`src/design/rtf_pkg.sv`:
```
/*
  Constants, state encoding and shared helpers for the remote time/fault
  query interpreter. Assumes 16-bit command block words and byte replies.
*/
package rtf_pkg;
  // ---------------------------------------------------------------
  // command numbers and command block word indices (0-based)
  // ---------------------------------------------------------------
  localparam logic [15:0] RTF_CMD_TIME = 16'h1c2b;
  localparam logic [15:0] RTF_CMD_FAULT = 16'h1c2c;
  localparam int RTF_CB_WORDS = 12;
  localparam int W_LEN = 0;
  localparam int W_WAIT = 1;
  localparam int W_STYPE = 2;
  localparam int W_SADDR = 3;
  localparam int W_CMD = 6;
  localparam int W_T_MTYPE = 7;
  localparam int W_T_MADDR = 8;
  localparam int W_F_SEL = 7;
  localparam int W_F_START = 8;
  localparam int W_F_COUNT = 9;
  localparam int W_F_MTYPE = 10;
  localparam int W_F_MADDR = 11;
  localparam logic [15:0] RTF_LEN_TIME = 16'h0003;
  localparam logic [15:0] RTF_LEN_FAULT = 16'h0006;
  // ---------------------------------------------------------------
  // table selection, sizes and result layout
  // ---------------------------------------------------------------
  localparam logic [15:0] RTF_SEL_IO = 16'h0001;
  localparam logic [15:0] RTF_SEL_CTRL = 16'h0002;
  localparam logic [16:0] RTF_IO_SIZE = 17'h00020;
  localparam logic [16:0] RTF_CTRL_SIZE = 17'h00010;
  localparam logic [10:0] RTF_TIME_BYTES = 11'h008;
  localparam logic [10:0] RTF_TIME_DOW_IDX = 11'h006;
  localparam logic [10:0] RTF_TIME_PAD_IDX = 11'h007;
  localparam logic [10:0] RTF_HDR_BYTES = 11'h00c;
  localparam logic [10:0] RTF_HDR_STAMP_BYTES = 11'h006;
  localparam logic [10:0] RTF_ENTRY_BYTES = 11'h02a;
  localparam logic [5:0] RTF_ENTRY_LAST = 6'h2a;
  localparam logic [5:0] RTF_ENTRY_FIRST = 6'h01;
  localparam logic [5:0] RTF_STAMP_POS = 6'h25;
  localparam logic [5:0] RTF_IO_SPARE_A = 6'h01;
  localparam logic [5:0] RTF_IO_SPARE_LO = 6'h10;
  localparam logic [5:0] RTF_CTRL_SPARE_A_HI = 6'h04;
  localparam logic [5:0] RTF_CTRL_SPARE_B = 6'h08;
  localparam logic [5:0] RTF_CTRL_SPARE_LO = 6'h0d;
  localparam logic [5:0] RTF_SPARE_HI = 6'h24;
  localparam logic [7:0] RTF_DOW_MIN = 8'h01;
  localparam logic [7:0] RTF_DOW_MAX = 8'h07;
  // ---------------------------------------------------------------
  // status word codes and buffering
  // ---------------------------------------------------------------
  localparam logic [15:0] RTF_ST_OK = 16'h0001;
  localparam logic [15:0] RTF_ST_MODE = 16'h0102;
  localparam logic [15:0] RTF_ST_CMD = 16'h0202;
  localparam logic [15:0] RTF_ST_ATTACH = 16'h0302;
  localparam logic [15:0] RTF_ST_LEN = 16'h0402;
  localparam logic [15:0] RTF_ST_SEL = 16'h0502;
  localparam logic [15:0] RTF_ST_RANGE = 16'h0602;
  localparam logic [15:0] RTF_ST_DATA = 16'h0702;
  localparam int RTF_FIFO_DEPTH = 8;
  localparam int RTF_FIFO_WIDTH = 48;

  typedef enum logic [5:0] {
    ST_LOAD = 6'h01,
    ST_CHECK = 6'h02,
    ST_REQ = 6'h04,
    ST_RECV = 6'h08,
    ST_STAT = 6'h10,
    ST_DONE = 6'h20
  } rtf_state_t;

  // both nibbles of a packed bcd byte in 0..9
  function automatic logic rtf_bcd_ok(input logic [7:0] b);
    rtf_bcd_ok = (b[7:4] <= 4'h9) && (b[3:0] <= 4'h9);
  endfunction
endpackage

```
`src/design/rtf_query.sv`:
```
/*
  Command interpreter for the remote time/date and fault table reads.
  Assumes command words, slave reply bytes and memory writes share sys_clk.
*/
// What this block does
// - command 1C2B reads time, master only
// - time request carries no parameter data
// - time values are packed bcd
// - day of week Sunday 1 to Saturday 7
// - time result packed as four words
// - clockless slaves yield no time values
// - command 1C2C reads fault table, master only
// - selector 1 io table, 2 controller
// - io table 32, controller 16 entries
// - six-word header with clear stamp, counts
// - entries from word 7, 21 words each
// - io entry byte layout, spares zeroed
// - controller entry byte layout, spares zeroed
`timescale 1ns/1ps
`default_nettype none
module rtf_query
  import rtf_pkg::*;
#(
  parameter int FIFO_DEPTH = RTF_FIFO_DEPTH
) (
  input wire logic sys_clk,
  input wire logic rst_b,
  input wire logic master_mode,
  input wire logic slave_attached,
  input wire logic slave_rtc_present,
  input wire logic cmd_valid,
  input wire logic [15:0] cmd_word,
  input wire logic cmd_last,
  output logic cmd_ready,
  output logic req_valid,
  output logic [15:0] req_cmd,
  output logic [15:0] req_sel,
  output logic [15:0] req_start,
  output logic [15:0] req_count,
  input wire logic req_ready,
  input wire logic rsp_valid,
  input wire logic [7:0] rsp_byte,
  output logic rsp_ready,
  output logic mem_wr_valid,
  output logic [15:0] mem_wr_type,
  output logic [15:0] mem_wr_addr,
  output logic [15:0] mem_wr_data,
  input wire logic mem_wr_ready,
  output logic busy,
  output logic done,
  output logic [15:0] status_code
);
  // ---------------------------------------------------------------
  // declarations
  // ---------------------------------------------------------------
  rtf_state_t state_q;
  rtf_state_t state_d;
  logic [15:0] cb_q [RTF_CB_WORDS];
  logic [3:0] idx_q;
  logic cmd_ready_q, req_valid_q, rsp_ready_q, busy_q, done_q;
  logic [15:0] status_q;
  logic [15:0] chk_code;
  logic is_time_q, is_ctrl_q, hold_v_q, data_bad_q;
  logic [7:0] hold_q;
  logic [10:0] rcnt_q, total_q;
  logic [5:0] ep_q;
  logic [15:0] addr_q, mtype_q;
  logic [7:0] mbyte;
  logic chk_bcd, chk_dow, take, pk_in_ready, pk_out_valid, pk_out_ready;
  logic [15:0] pk_word;
  logic f_in_valid, f_in_ready, f_out_valid, f_out_ready;
  logic [RTF_FIFO_WIDTH-1:0] f_in_data, f_out_data, out_q;
  logic out_valid_q;
  logic [16:0] f_end, f_size;

  assign cmd_ready = cmd_ready_q;
  assign req_valid = req_valid_q;
  assign req_cmd = cb_q[W_CMD];
  assign req_sel = cb_q[W_F_SEL];
  assign req_start = cb_q[W_F_START];
  assign req_count = cb_q[W_F_COUNT];
  assign rsp_ready = rsp_ready_q;
  assign mem_wr_valid = out_valid_q;
  assign mem_wr_type = out_q[47:32];
  assign mem_wr_addr = out_q[31:16];
  assign mem_wr_data = out_q[15:0];
  assign busy = busy_q;
  assign done = done_q;
  assign status_code = status_q;
  assign take = rsp_valid && rsp_ready_q;

  // spare byte positions of a fault entry, 1-based
  function automatic logic entry_spare(input logic ctrl, input logic [5:0] p);
    if (ctrl)
      entry_spare = (p <= RTF_CTRL_SPARE_A_HI) || (p == RTF_CTRL_SPARE_B) ||
                    ((p >= RTF_CTRL_SPARE_LO) && (p <= RTF_SPARE_HI));
    else
      entry_spare = (p == RTF_IO_SPARE_A) || ((p >= RTF_IO_SPARE_LO) && (p <= RTF_SPARE_HI));
  endfunction

  // ---------------------------------------------------------------
  // command block capture
  // ---------------------------------------------------------------
  // words land at their fixed positions; extra words are dropped
  always_ff @(posedge sys_clk or negedge rst_b)
  begin
    if (!rst_b)
    begin
      for (int i = 0; i < RTF_CB_WORDS; i++)
        cb_q[i] <= 16'h0000;
      idx_q <= 4'h0;
    end
    else if (cmd_valid && cmd_ready_q)
    begin
      if (idx_q < 4'(RTF_CB_WORDS))
        cb_q[idx_q] <= cmd_word;
      idx_q <= cmd_last ? 4'h0 : ((idx_q < 4'(RTF_CB_WORDS)) ? idx_q + 4'h1 : idx_q);
    end
  end

  // ---------------------------------------------------------------
  // request checks
  // ---------------------------------------------------------------
  assign f_size = (cb_q[W_F_SEL] == RTF_SEL_IO) ? RTF_IO_SIZE : RTF_CTRL_SIZE;
  assign f_end = {1'b0, cb_q[W_F_START]} + {1'b0, cb_q[W_F_COUNT]};

  // first failing check decides the status word
  always_comb
  begin
    chk_code = RTF_ST_OK;
    if (!master_mode)
      chk_code = RTF_ST_MODE;
    else if (cb_q[W_CMD] != RTF_CMD_TIME && cb_q[W_CMD] != RTF_CMD_FAULT)
      chk_code = RTF_ST_CMD;
    else if (!slave_attached)
      chk_code = RTF_ST_ATTACH;
    else if (cb_q[W_LEN] != ((cb_q[W_CMD] == RTF_CMD_TIME) ? RTF_LEN_TIME : RTF_LEN_FAULT))
      chk_code = RTF_ST_LEN;
    else if (cb_q[W_CMD] == RTF_CMD_FAULT &&
             cb_q[W_F_SEL] != RTF_SEL_IO && cb_q[W_F_SEL] != RTF_SEL_CTRL)
      chk_code = RTF_ST_SEL;
    else if (cb_q[W_CMD] == RTF_CMD_FAULT && (cb_q[W_F_START] == 16'h0000 ||
             cb_q[W_F_COUNT] == 16'h0000 || f_end > f_size + 17'h00001))
      chk_code = RTF_ST_RANGE;
  end

  // ---------------------------------------------------------------
  // sequencer
  // ---------------------------------------------------------------
  // load, check, ask the slave, take the reply, post status
  always_comb
  begin
    state_d = state_q;
    case (state_q)
      ST_LOAD: if (cmd_valid && cmd_ready_q && cmd_last) state_d = ST_CHECK;
      ST_CHECK: state_d = (chk_code == RTF_ST_OK) ? ST_REQ : ST_STAT;
      ST_REQ: if (req_ready) state_d = ST_RECV;
      ST_RECV: if (rcnt_q == total_q && !hold_v_q && !pk_out_valid) state_d = ST_STAT;
      ST_STAT: if (f_in_ready) state_d = ST_DONE;
      ST_DONE: if (!f_out_valid && !out_valid_q) state_d = ST_LOAD;
      default: state_d = ST_LOAD;
    endcase
  end

  always_ff @(posedge sys_clk or negedge rst_b)
  begin
    if (!rst_b)
      state_q <= ST_LOAD;
    else
      state_q <= state_d;
  end

  // handshake and progress flags
  always_ff @(posedge sys_clk or negedge rst_b)
  begin
    if (!rst_b)
    begin
      cmd_ready_q <= 1'b0;
      req_valid_q <= 1'b0;
      busy_q <= 1'b0;
      done_q <= 1'b0;
    end
    else
    begin
      cmd_ready_q <= (state_d == ST_LOAD) && !(cmd_valid && cmd_ready_q && cmd_last);
      req_valid_q <= (state_d == ST_REQ);
      busy_q <= (state_d != ST_LOAD);
      done_q <= (state_q == ST_DONE) && (state_d == ST_LOAD);
    end
  end

  // result kind, sizes, destination and status
  always_ff @(posedge sys_clk or negedge rst_b)
  begin
    if (!rst_b)
    begin
      is_time_q <= 1'b0;
      is_ctrl_q <= 1'b0;
      total_q <= 11'h000;
      mtype_q <= 16'h0000;
      status_q <= 16'h0000;
    end
    else if (state_q == ST_CHECK)
    begin
      is_time_q <= (cb_q[W_CMD] == RTF_CMD_TIME);
      is_ctrl_q <= (cb_q[W_F_SEL] == RTF_SEL_CTRL);
      status_q <= chk_code;
      if (cb_q[W_CMD] == RTF_CMD_TIME)
      begin
        total_q <= RTF_TIME_BYTES;
        mtype_q <= cb_q[W_T_MTYPE];
      end
      else
      begin
        total_q <= 11'(RTF_HDR_BYTES + RTF_ENTRY_BYTES * 11'(cb_q[W_F_COUNT][5:0]));
        mtype_q <= cb_q[W_F_MTYPE];
      end
    end
    else if (state_q == ST_RECV && state_d == ST_STAT && data_bad_q)
      status_q <= RTF_ST_DATA;
  end

  // ---------------------------------------------------------------
  // reply byte handling
  // ---------------------------------------------------------------
  // zero spares and absent values, pick bytes that must be bcd
  always_comb
  begin
    mbyte = rsp_byte;
    chk_bcd = 1'b0;
    chk_dow = 1'b0;
    if (is_time_q)
    begin
      if (rcnt_q == RTF_TIME_PAD_IDX)
        mbyte = 8'h00;
      else if (!slave_rtc_present)
        mbyte = 8'h00;
      else if (rcnt_q == RTF_TIME_DOW_IDX)
        chk_dow = 1'b1;
      else
        chk_bcd = 1'b1;
    end
    else if (rcnt_q < RTF_HDR_BYTES)
      chk_bcd = (rcnt_q < RTF_HDR_STAMP_BYTES);
    else if (entry_spare(is_ctrl_q, ep_q))
      mbyte = 8'h00;
    else
      chk_bcd = (ep_q >= RTF_STAMP_POS);
  end

  // one byte held at a time; ready drops while it waits
  always_ff @(posedge sys_clk or negedge rst_b)
  begin
    if (!rst_b)
    begin
      rsp_ready_q <= 1'b0;
      hold_v_q <= 1'b0;
      hold_q <= 8'h00;
      rcnt_q <= 11'h000;
      ep_q <= RTF_ENTRY_FIRST;
      data_bad_q <= 1'b0;
    end
    else if (state_q == ST_CHECK)
    begin
      rcnt_q <= 11'h000;
      ep_q <= RTF_ENTRY_FIRST;
      data_bad_q <= 1'b0;
      hold_v_q <= 1'b0;
      rsp_ready_q <= 1'b0;
    end
    else
    begin
      rsp_ready_q <= (state_q == ST_RECV) && !take && !hold_v_q && (rcnt_q < total_q);
      if (hold_v_q && pk_in_ready)
        hold_v_q <= 1'b0;
      if (take)
      begin
        hold_v_q <= 1'b1;
        hold_q <= mbyte;
        rcnt_q <= rcnt_q + 11'h001;
        if (!is_time_q && rcnt_q >= RTF_HDR_BYTES)
          ep_q <= (ep_q == RTF_ENTRY_LAST) ? RTF_ENTRY_FIRST : ep_q + 6'h01;
        if ((chk_bcd && !rtf_bcd_ok(rsp_byte)) ||
            (chk_dow && (rsp_byte < RTF_DOW_MIN || rsp_byte > RTF_DOW_MAX)))
          data_bad_q <= 1'b1;
      end
    end
  end

  rtf_byte_packer u_packer (
    .sys_clk(sys_clk),
    .rst_b(rst_b),
    .clr(state_q == ST_CHECK),
    .in_valid(hold_v_q),
    .in_byte(hold_q),
    .in_ready(pk_in_ready),
    .out_valid(pk_out_valid),
    .out_word(pk_word),
    .out_ready(pk_out_ready)
  );

  // ---------------------------------------------------------------
  // memory write path
  // ---------------------------------------------------------------
  // result words go to consecutive addresses, then the status word
  assign pk_out_ready = f_in_ready && (state_q == ST_RECV);
  assign f_in_valid = (state_q == ST_RECV) ? pk_out_valid : (state_q == ST_STAT);
  assign f_in_data = (state_q == ST_STAT) ?
                     {cb_q[W_STYPE], cb_q[W_SADDR] + 16'h0001, status_q} : {mtype_q, addr_q, pk_word};

  always_ff @(posedge sys_clk or negedge rst_b)
  begin
    if (!rst_b)
      addr_q <= 16'h0000;
    else if (state_q == ST_CHECK)
      addr_q <= is_time_q ? cb_q[W_T_MADDR] : cb_q[W_F_MADDR];
    else if (state_q == ST_REQ)
      addr_q <= is_time_q ? cb_q[W_T_MADDR] : cb_q[W_F_MADDR];
    else if (pk_out_valid && pk_out_ready)
      addr_q <= addr_q + 16'h0001;
  end

  rtf_fifo #(
    .WIDTH(RTF_FIFO_WIDTH),
    .DEPTH(FIFO_DEPTH)
  ) u_fifo (
    .sys_clk(sys_clk),
    .rst_b(rst_b),
    .in_valid(f_in_valid),
    .in_data(f_in_data),
    .in_ready(f_in_ready),
    .out_valid(f_out_valid),
    .out_data(f_out_data),
    .out_ready(f_out_ready)
  );

  // output stage keeps the write port on flip-flops
  assign f_out_ready = !out_valid_q || mem_wr_ready;
  always_ff @(posedge sys_clk or negedge rst_b)
  begin
    if (!rst_b)
    begin
      out_valid_q <= 1'b0;
      out_q <= '0;
    end
    else if (f_out_ready)
    begin
      out_valid_q <= f_out_valid;
      if (f_out_valid)
        out_q <= f_out_data;
    end
  end

  // ---------------------------------------------------------------
  // assertions
  // ---------------------------------------------------------------
  property p_master_only;
    @(posedge sys_clk) disable iff (!rst_b)
    (state_q == ST_CHECK && !master_mode) |=> (state_q == ST_STAT && status_q == RTF_ST_MODE);
  endproperty
  a_master_only: assert property (p_master_only) else $error("request taken outside master mode");

  property p_attach;
    @(posedge sys_clk) disable iff (!rst_b)
    (state_q == ST_CHECK && master_mode && !slave_attached) |=> (state_q == ST_STAT);
  endproperty
  a_attach: assert property (p_attach) else $error("request sent without attach");

  property p_req_hold;
    @(posedge sys_clk) disable iff (!rst_b)
    (req_valid_q && !req_ready) |=> req_valid_q && $stable(req_cmd);
  endproperty
  a_req_hold: assert property (p_req_hold) else $error("request dropped before taken");

  property p_pad_zero;
    @(posedge sys_clk) disable iff (!rst_b)
    (take && is_time_q && rcnt_q == RTF_TIME_PAD_IDX) |=> (hold_q == 8'h00);
  endproperty
  a_pad_zero: assert property (p_pad_zero) else $error("unused time byte not zero");

  property p_no_rtc;
    @(posedge sys_clk) disable iff (!rst_b)
    (take && is_time_q && !slave_rtc_present) |=> (hold_q == 8'h00);
  endproperty
  a_no_rtc: assert property (p_no_rtc) else $error("clockless slave value passed");

  property p_sel_reject;
    @(posedge sys_clk) disable iff (!rst_b)
    (state_q == ST_CHECK && chk_code == RTF_ST_SEL) |=> (state_q == ST_STAT && status_q == RTF_ST_SEL) ##[1:8] (state_q == ST_DONE);
  endproperty
  a_sel_reject: assert property (p_sel_reject) else $error("bad selector not reported");

  property p_fault_total;
    @(posedge sys_clk) disable iff (!rst_b)
    (state_q == ST_REQ && !is_time_q) |-> (total_q == 11'(RTF_HDR_BYTES + RTF_ENTRY_BYTES * 11'(req_count[5:0])));
  endproperty
  a_fault_total: assert property (p_fault_total) else $error("fault result size wrong");

  property p_spare_zero;
    @(posedge sys_clk) disable iff (!rst_b)
    (take && !is_time_q && rcnt_q >= RTF_HDR_BYTES && entry_spare(is_ctrl_q, ep_q)) |=> (hold_q == 8'h00);
  endproperty
  a_spare_zero: assert property (p_spare_zero) else $error("spare entry byte not zero");

  property p_ctrl_spare;
    @(posedge sys_clk) disable iff (!rst_b)
    (take && is_ctrl_q && !is_time_q && ep_q == RTF_CTRL_SPARE_B) |=> (hold_q == 8'h00);
  endproperty
  a_ctrl_spare: assert property (p_ctrl_spare) else $error("controller spare byte not zero");
endmodule // rtf_query
`default_nettype wire

```
`src/design/rtf_fifo.sv`:
```
/*
  Synchronous FIFO with valid/ready on both sides.
  Assumes one clock; width and depth set by parameters, depth a power of two.
*/
`timescale 1ns/1ps
`default_nettype none
module rtf_fifo #(
  parameter int WIDTH = 48,
  parameter int DEPTH = 8
) (
  input wire logic sys_clk,
  input wire logic rst_b,
  input wire logic in_valid,
  input wire logic [WIDTH-1:0] in_data,
  output logic in_ready,
  output logic out_valid,
  output logic [WIDTH-1:0] out_data,
  input wire logic out_ready
);
  localparam int AW = $clog2(DEPTH);
  logic [WIDTH-1:0] mem_q [DEPTH];
  logic [AW-1:0] wr_q;
  logic [AW-1:0] rd_q;
  logic [AW:0] cnt_q;
  logic push;
  logic pop;

  // honest full and empty from the fill count
  assign in_ready = (cnt_q != (AW+1)'(DEPTH));
  assign out_valid = (cnt_q != '0);
  assign out_data = mem_q[rd_q];
  assign push = in_valid && in_ready;
  assign pop = out_valid && out_ready;

  // storage write
  always_ff @(posedge sys_clk)
  begin
    if (push)
      mem_q[wr_q] <= in_data;
  end

  // pointers and count
  always_ff @(posedge sys_clk or negedge rst_b)
  begin
    if (!rst_b)
    begin
      wr_q <= '0;
      rd_q <= '0;
      cnt_q <= '0;
    end
    else
    begin
      if (push)
        wr_q <= wr_q + 1'b1;
      if (pop)
        rd_q <= rd_q + 1'b1;
      cnt_q <= cnt_q + (AW+1)'(push) - (AW+1)'(pop);
    end
  end
endmodule // rtf_fifo
`default_nettype wire

```
`src/design/rtf_byte_packer.sv`:
```
/*
  Packs a byte stream into 16-bit words, first byte in the low half.
  Assumes clr is raised before each new result stream.
*/
`timescale 1ns/1ps
`default_nettype none
module rtf_byte_packer (
  input wire logic sys_clk,
  input wire logic rst_b,
  input wire logic clr,
  input wire logic in_valid,
  input wire logic [7:0] in_byte,
  output logic in_ready,
  output logic out_valid,
  output logic [15:0] out_word,
  input wire logic out_ready
);
  logic have_lo_q;
  logic [7:0] lo_q;
  logic out_valid_q;
  logic [15:0] word_q;

  assign in_ready = !out_valid_q;
  assign out_valid = out_valid_q;
  assign out_word = word_q;

  // low byte held, high byte completes the word
  always_ff @(posedge sys_clk or negedge rst_b)
  begin
    if (!rst_b)
    begin
      have_lo_q <= 1'b0;
      lo_q <= 8'h00;
      out_valid_q <= 1'b0;
      word_q <= 16'h0000;
    end
    else if (clr)
    begin
      have_lo_q <= 1'b0;
      out_valid_q <= 1'b0;
    end
    else
    begin
      if (out_valid_q && out_ready)
        out_valid_q <= 1'b0;
      if (in_valid && in_ready)
      begin
        if (!have_lo_q)
        begin
          lo_q <= in_byte;
          have_lo_q <= 1'b1;
        end
        else
        begin
          word_q <= {in_byte, lo_q};
          out_valid_q <= 1'b1;
          have_lo_q <= 1'b0;
        end
      end
    end
  end
endmodule // rtf_byte_packer
`default_nettype wire

```
`config.mk`:
```
export PLATFORM = sky130hd
export DESIGN_NAME = rtf_query
export DESIGN_NICKNAME = d
export VERILOG_FILES = /design/src/design/rtf_pkg.sv /design/src/design/rtf_query.sv /design/src/design/rtf_fifo.sv /design/src/design/rtf_byte_packer.sv
export SDC_FILE = /design/constraint.sdc
export NUM_CORES = 1
export LEC_CHECK = 0
export ABC_AREA = 0
export ABC_CLOCK_PERIOD_IN_PS = 9950
export BUFFER_PORTS_ARGS = -buffer_cell sky130_fd_sc_hd__buf_2
export CAP_MARGIN = 5
export CORE_MARGIN = 2
export CORE_UTILIZATION = 26
export DETAILED_ROUTE_END_ITERATION = 7
export PLACE_DENSITY = 0.46
export SETUP_SLACK_MARGIN = 0.4
export SLEW_MARGIN = 20
export SYNTH_ARGS = -nofsm -noshare
export SYNTH_HDL_FRONTEND = slang
export SYNTH_SLANG_ARGS = --single-unit
```
`constraint.sdc`:
```
create_clock -name sys_clk -period 9.95 [get_ports sys_clk]
set_input_delay 0.995 -clock sys_clk [delete_from_list [all_inputs] [get_ports sys_clk]]
set_output_delay 0.995 -clock sys_clk [all_outputs]
set_load 0.03 [all_outputs]
```
==> summary.txt <==
Outcome
  • Status: completed

Drt
  • Drt wl/cell: slightly above 20 um
  • Met3 routed WL: 3400 um
  • DR WL met2: about 37000 um
  • Wl on met1: between 30000 and 40000 um
  • Vias: approximately 17000
  • DR top layer: met5
  • DR DRC count: 0
  • Vias/cell: roughly 4.6
  • Initial DRC count: around 1200
  • Final antenna-violating net count: 0
  • Total wire length: 79200 um
  • DR pass1 iterations: 7

Placement
  • Post-DP HPWL: 50700 um
  • GPL Wtd Cong: between 0.8 and 0.9
  • Placed instance count: around 3700
  • Port Buf Inserts: about 160

Power
  • Clk pwr share: between 30% and 40%
  • Sw frac: roughly 34%
  • Worst VDD drop: roughly 0.14 mV
  • P_leak: 14.0 nW
  • Combinational share of power: 28.6%
  • Switching pwr: about 3.3 mW
  • Sequential Power Share: ~41%
  • Tot Pwr: 9.75 mW
  • PwrDens: 274 nW/um^2
  • Internal power: roughly 6.5 mW

CTS
  • Htree depth: 3
  • Post CTS Setup Buffer Count: 0
  • Cts repair resizes: 0
  • Maximum clock path buffer count: 3
  • CTS clock-pin slew for the worst setup and hold paths: 60 ps
  • Hold buffer count at CTS: 0
  • Cts bufs inserted: 80
  • CTS tree: yes
  • Clk_lat worst skew: around 620 ps
  • Sink Count: ~700
  • CTS Root Cell: clkbuf_16

Run
  • MaxCap Viol Count: 0

Synthesis
  • Cell Area, Synth: a little over 30000 um^2
  • Post-synthesis sequential area ratio: 63.5%
  • Top FF cell, synth: edfxtp_1
  • Post-synth EDFFs: around 380
  • Share of synthesized registers carrying an async set or reset: between 40% and 50%
  • Yosys reg bits: approximately 700
  • Yosys cell types: 78
  • Synth Warn #: 0
  • Syn avg cell area: roughly 15 um^2
  • Cell count after synthesis: around 2100

Finish
  • Antenna diodes: 0
  • Share of layout cells above drive strength 1: 26.5%
  • Fill count: ~12000
  • Most frequent cells in the layout: edfxtp_1, dfrtp_1, nand2_1
  • Final Non-Filler Cells: 3826
  • Nets: around 2300
  • P&R area growth vs syn: 15.6%
  • Commonest non-fill, non-tap cell in the layout: edfxtp_1
  • Final Util: roughly 30%

Setup path
  • CP Cell Sequence: or4_4 > nor3b_4 > and3_1 > a21oi_1 > inv_1 > nand2_1 > nor3_2 > buf_4
  • Top delay family on crit path: simple AND/OR/NAND/NOR gates
  • Req. time, crit path: between 10000 and 15000 ps
  • Crit path kind: register to register
  • CP bufs+invs: 2
  • Worst Setup Start Kind: register
  • Arrival time at the worst endpoint: between 3000 and 4000 ps
  • Worst setup EP type: register
  • Worst stage delay on the critical path: just under 700 ps
  • CP max stage cell: buf_4
  • CP max FO: 48
  • R2r setup slk: 6330 ps

Timing
  • Fmax: roughly 280 MHz
  • Clock skew: roughly 18 ps
  • Relative slew slack: 28.3%
  • Final period util: between 30% and 40%
  • Endpoints failing setup: 0
  • Min Tclk post-route: 3620 ps
  • Pins Over Slew Limit: 0
  • Worst-margin pin slew: ~1100 ps
  • Fin. Hold Viols: 0
  • RSZ-0062 raised after global routing: false
  • TNS Setup: 0 ps
  • Hold Worst Slack: between 400 and 500 ps

Floorplan
  • Die ar.: about 120000 um^2
  • Row count: 126
  • Initial Util: approximately a quarter
  • DIE WIDTH: about 350 um
  • Core area: between 100000 and 150000 um^2
  • Height of the die: between 300 and 400 um
  • I/O pin total: roughly 170

Min path
  • Hold crit path type: input port to async pin

Global route
  • Vias in the first global route: roughly 18000
  • Initial antenna violation count: 6
  • Total GRT Usage: a little over an eighth
  • First-pass GRT wire length: about 120000 um
  • Pin count of the biggest net entering global routing: ~160
  • Gr ovfl total: 0
power groups by stage:
| stage | clock network [mW] | logic [mW] | registers (mW) |
|---|---|---|---|
| after global placement | 0 | 2.80 | 4.04 |
| after global routing | 3.19 | 3.06 | 4.07 |
| after CTS | 3.07 | 2.85 | 4.01 |
| after floorplan | 0 | 1.99 | 4.06 |
| after detailed placement | 0 | 2.84 | 4.07 |
| final | 2.97 | 2.79 | 3.99 |
through the flow:
stage          setup WS (ps)  cell area [um^2]
3_3_place_gp            6450             32900
4_1_cts                 6320             35500
5_1_grt                 6090             35500
6_report                6330             35500
3_5_place_dp            6340             32900
2_1_floorplan           3130             30800
synthesized netlist by cell type, types with 4 or more instances:
cell type,number,area (um^2)
or4_1,4,30.0
a22o_1,10,87.6
a211oi_1,5,37.5
o22ai_1,7,43.8
a31oi_1,11,68.8
edfxtp_1,384,11500
a21oi_1,101,505
ha_1,67,838
nor2_1,117,439
o21bai_1,4,30.0
nor3_1,17,85.1
mux4_2,96,2160
or3_1,5,31.3
and2_1,15,93.8
o211ai_1,5,37.5
buf_2,8,40.0
nand3_1,17,85.1
mux2_2,172,1940
nor2b_1,7,43.8
and3_1,17,106
inv_1,47,176
xnor2_1,36,315
nand2b_1,10,62.6
a21o_1,11,82.6
nor3b_1,11,82.6
or2_2,4,25.0
dfrtp_1,318,7960
clkbuf_1,60,225
nor4_1,14,87.6
nand4_1,13,81.3
mux2i_1,81,811
o21a_1,7,52.6
buf_1,15,56.3
nand2_1,183,687
buf_4,76,571
o31ai_1,4,30.0
xor2_1,28,245
o21ai_0,68,340
flip-flops by register name (all words and copies together) (netlist names), 6 cells and up:
signal,count
req_start,16
u_packer.lo_q,8
hold_q,8
mtype_q,16
req_sel,16
u_fifo.mem_q,384
req_cmd,16
rcnt_q,11
cb_q,80
state_q,6
out_q,48
u_packer.out_word,16
total_q,10
ep_q,6
addr_q,16
req_count,16
layout make-up:
type	count	area (um^2)	share of cell area, %
flip-flops and latches	704	19600	55.0
multi-input cells	1213	10300	28.8
clock buffers	115	2260	6.37
well taps	1536	1920	5.41
repair buffers	178	968	2.73
clock inverters	33	405	1.14
inverters	47	176	0.496
logic make-up after synthesis:
family	synth area share, %
adder cells (fa/ha/maj)	2.92
other	0.0122
AO/OA/AOI/OAI	5.13
flip-flops	63.5
buffers and inverters	3.49
multiplexers	16.0
XOR/XNOR	1.82
AND/OR/NAND/NOR	7.12
final timing paths:
| kind | startpoint | endpoint | cells past startpoint |
|---|---|---|---|
| setup reg to reg | state_q[5] | u_fifo.mem_q[4][45] | 8 |
| hold reg to reg | mtype_q[2] | mtype_q[2] | 2 |
| max in group asynchronous | rst_b | req_cmd[13] | 3 |
| hold / removal | rst_b | out_q[5] | 1 |
| setup / recovery | state_q[5] | u_fifo.mem_q[4][45] | 8 |
| min in group sys_clk | mtype_q[2] | mtype_q[2] | 2 |
metal layers:
layer,vias to the layer above,global-route usage (%)
met5,-,0
met4,2,4.51
met3,99,2.27
met2,369,21.1
met1,8934,17.9
li1,8029,-
(Power assumes the default switching activity.)
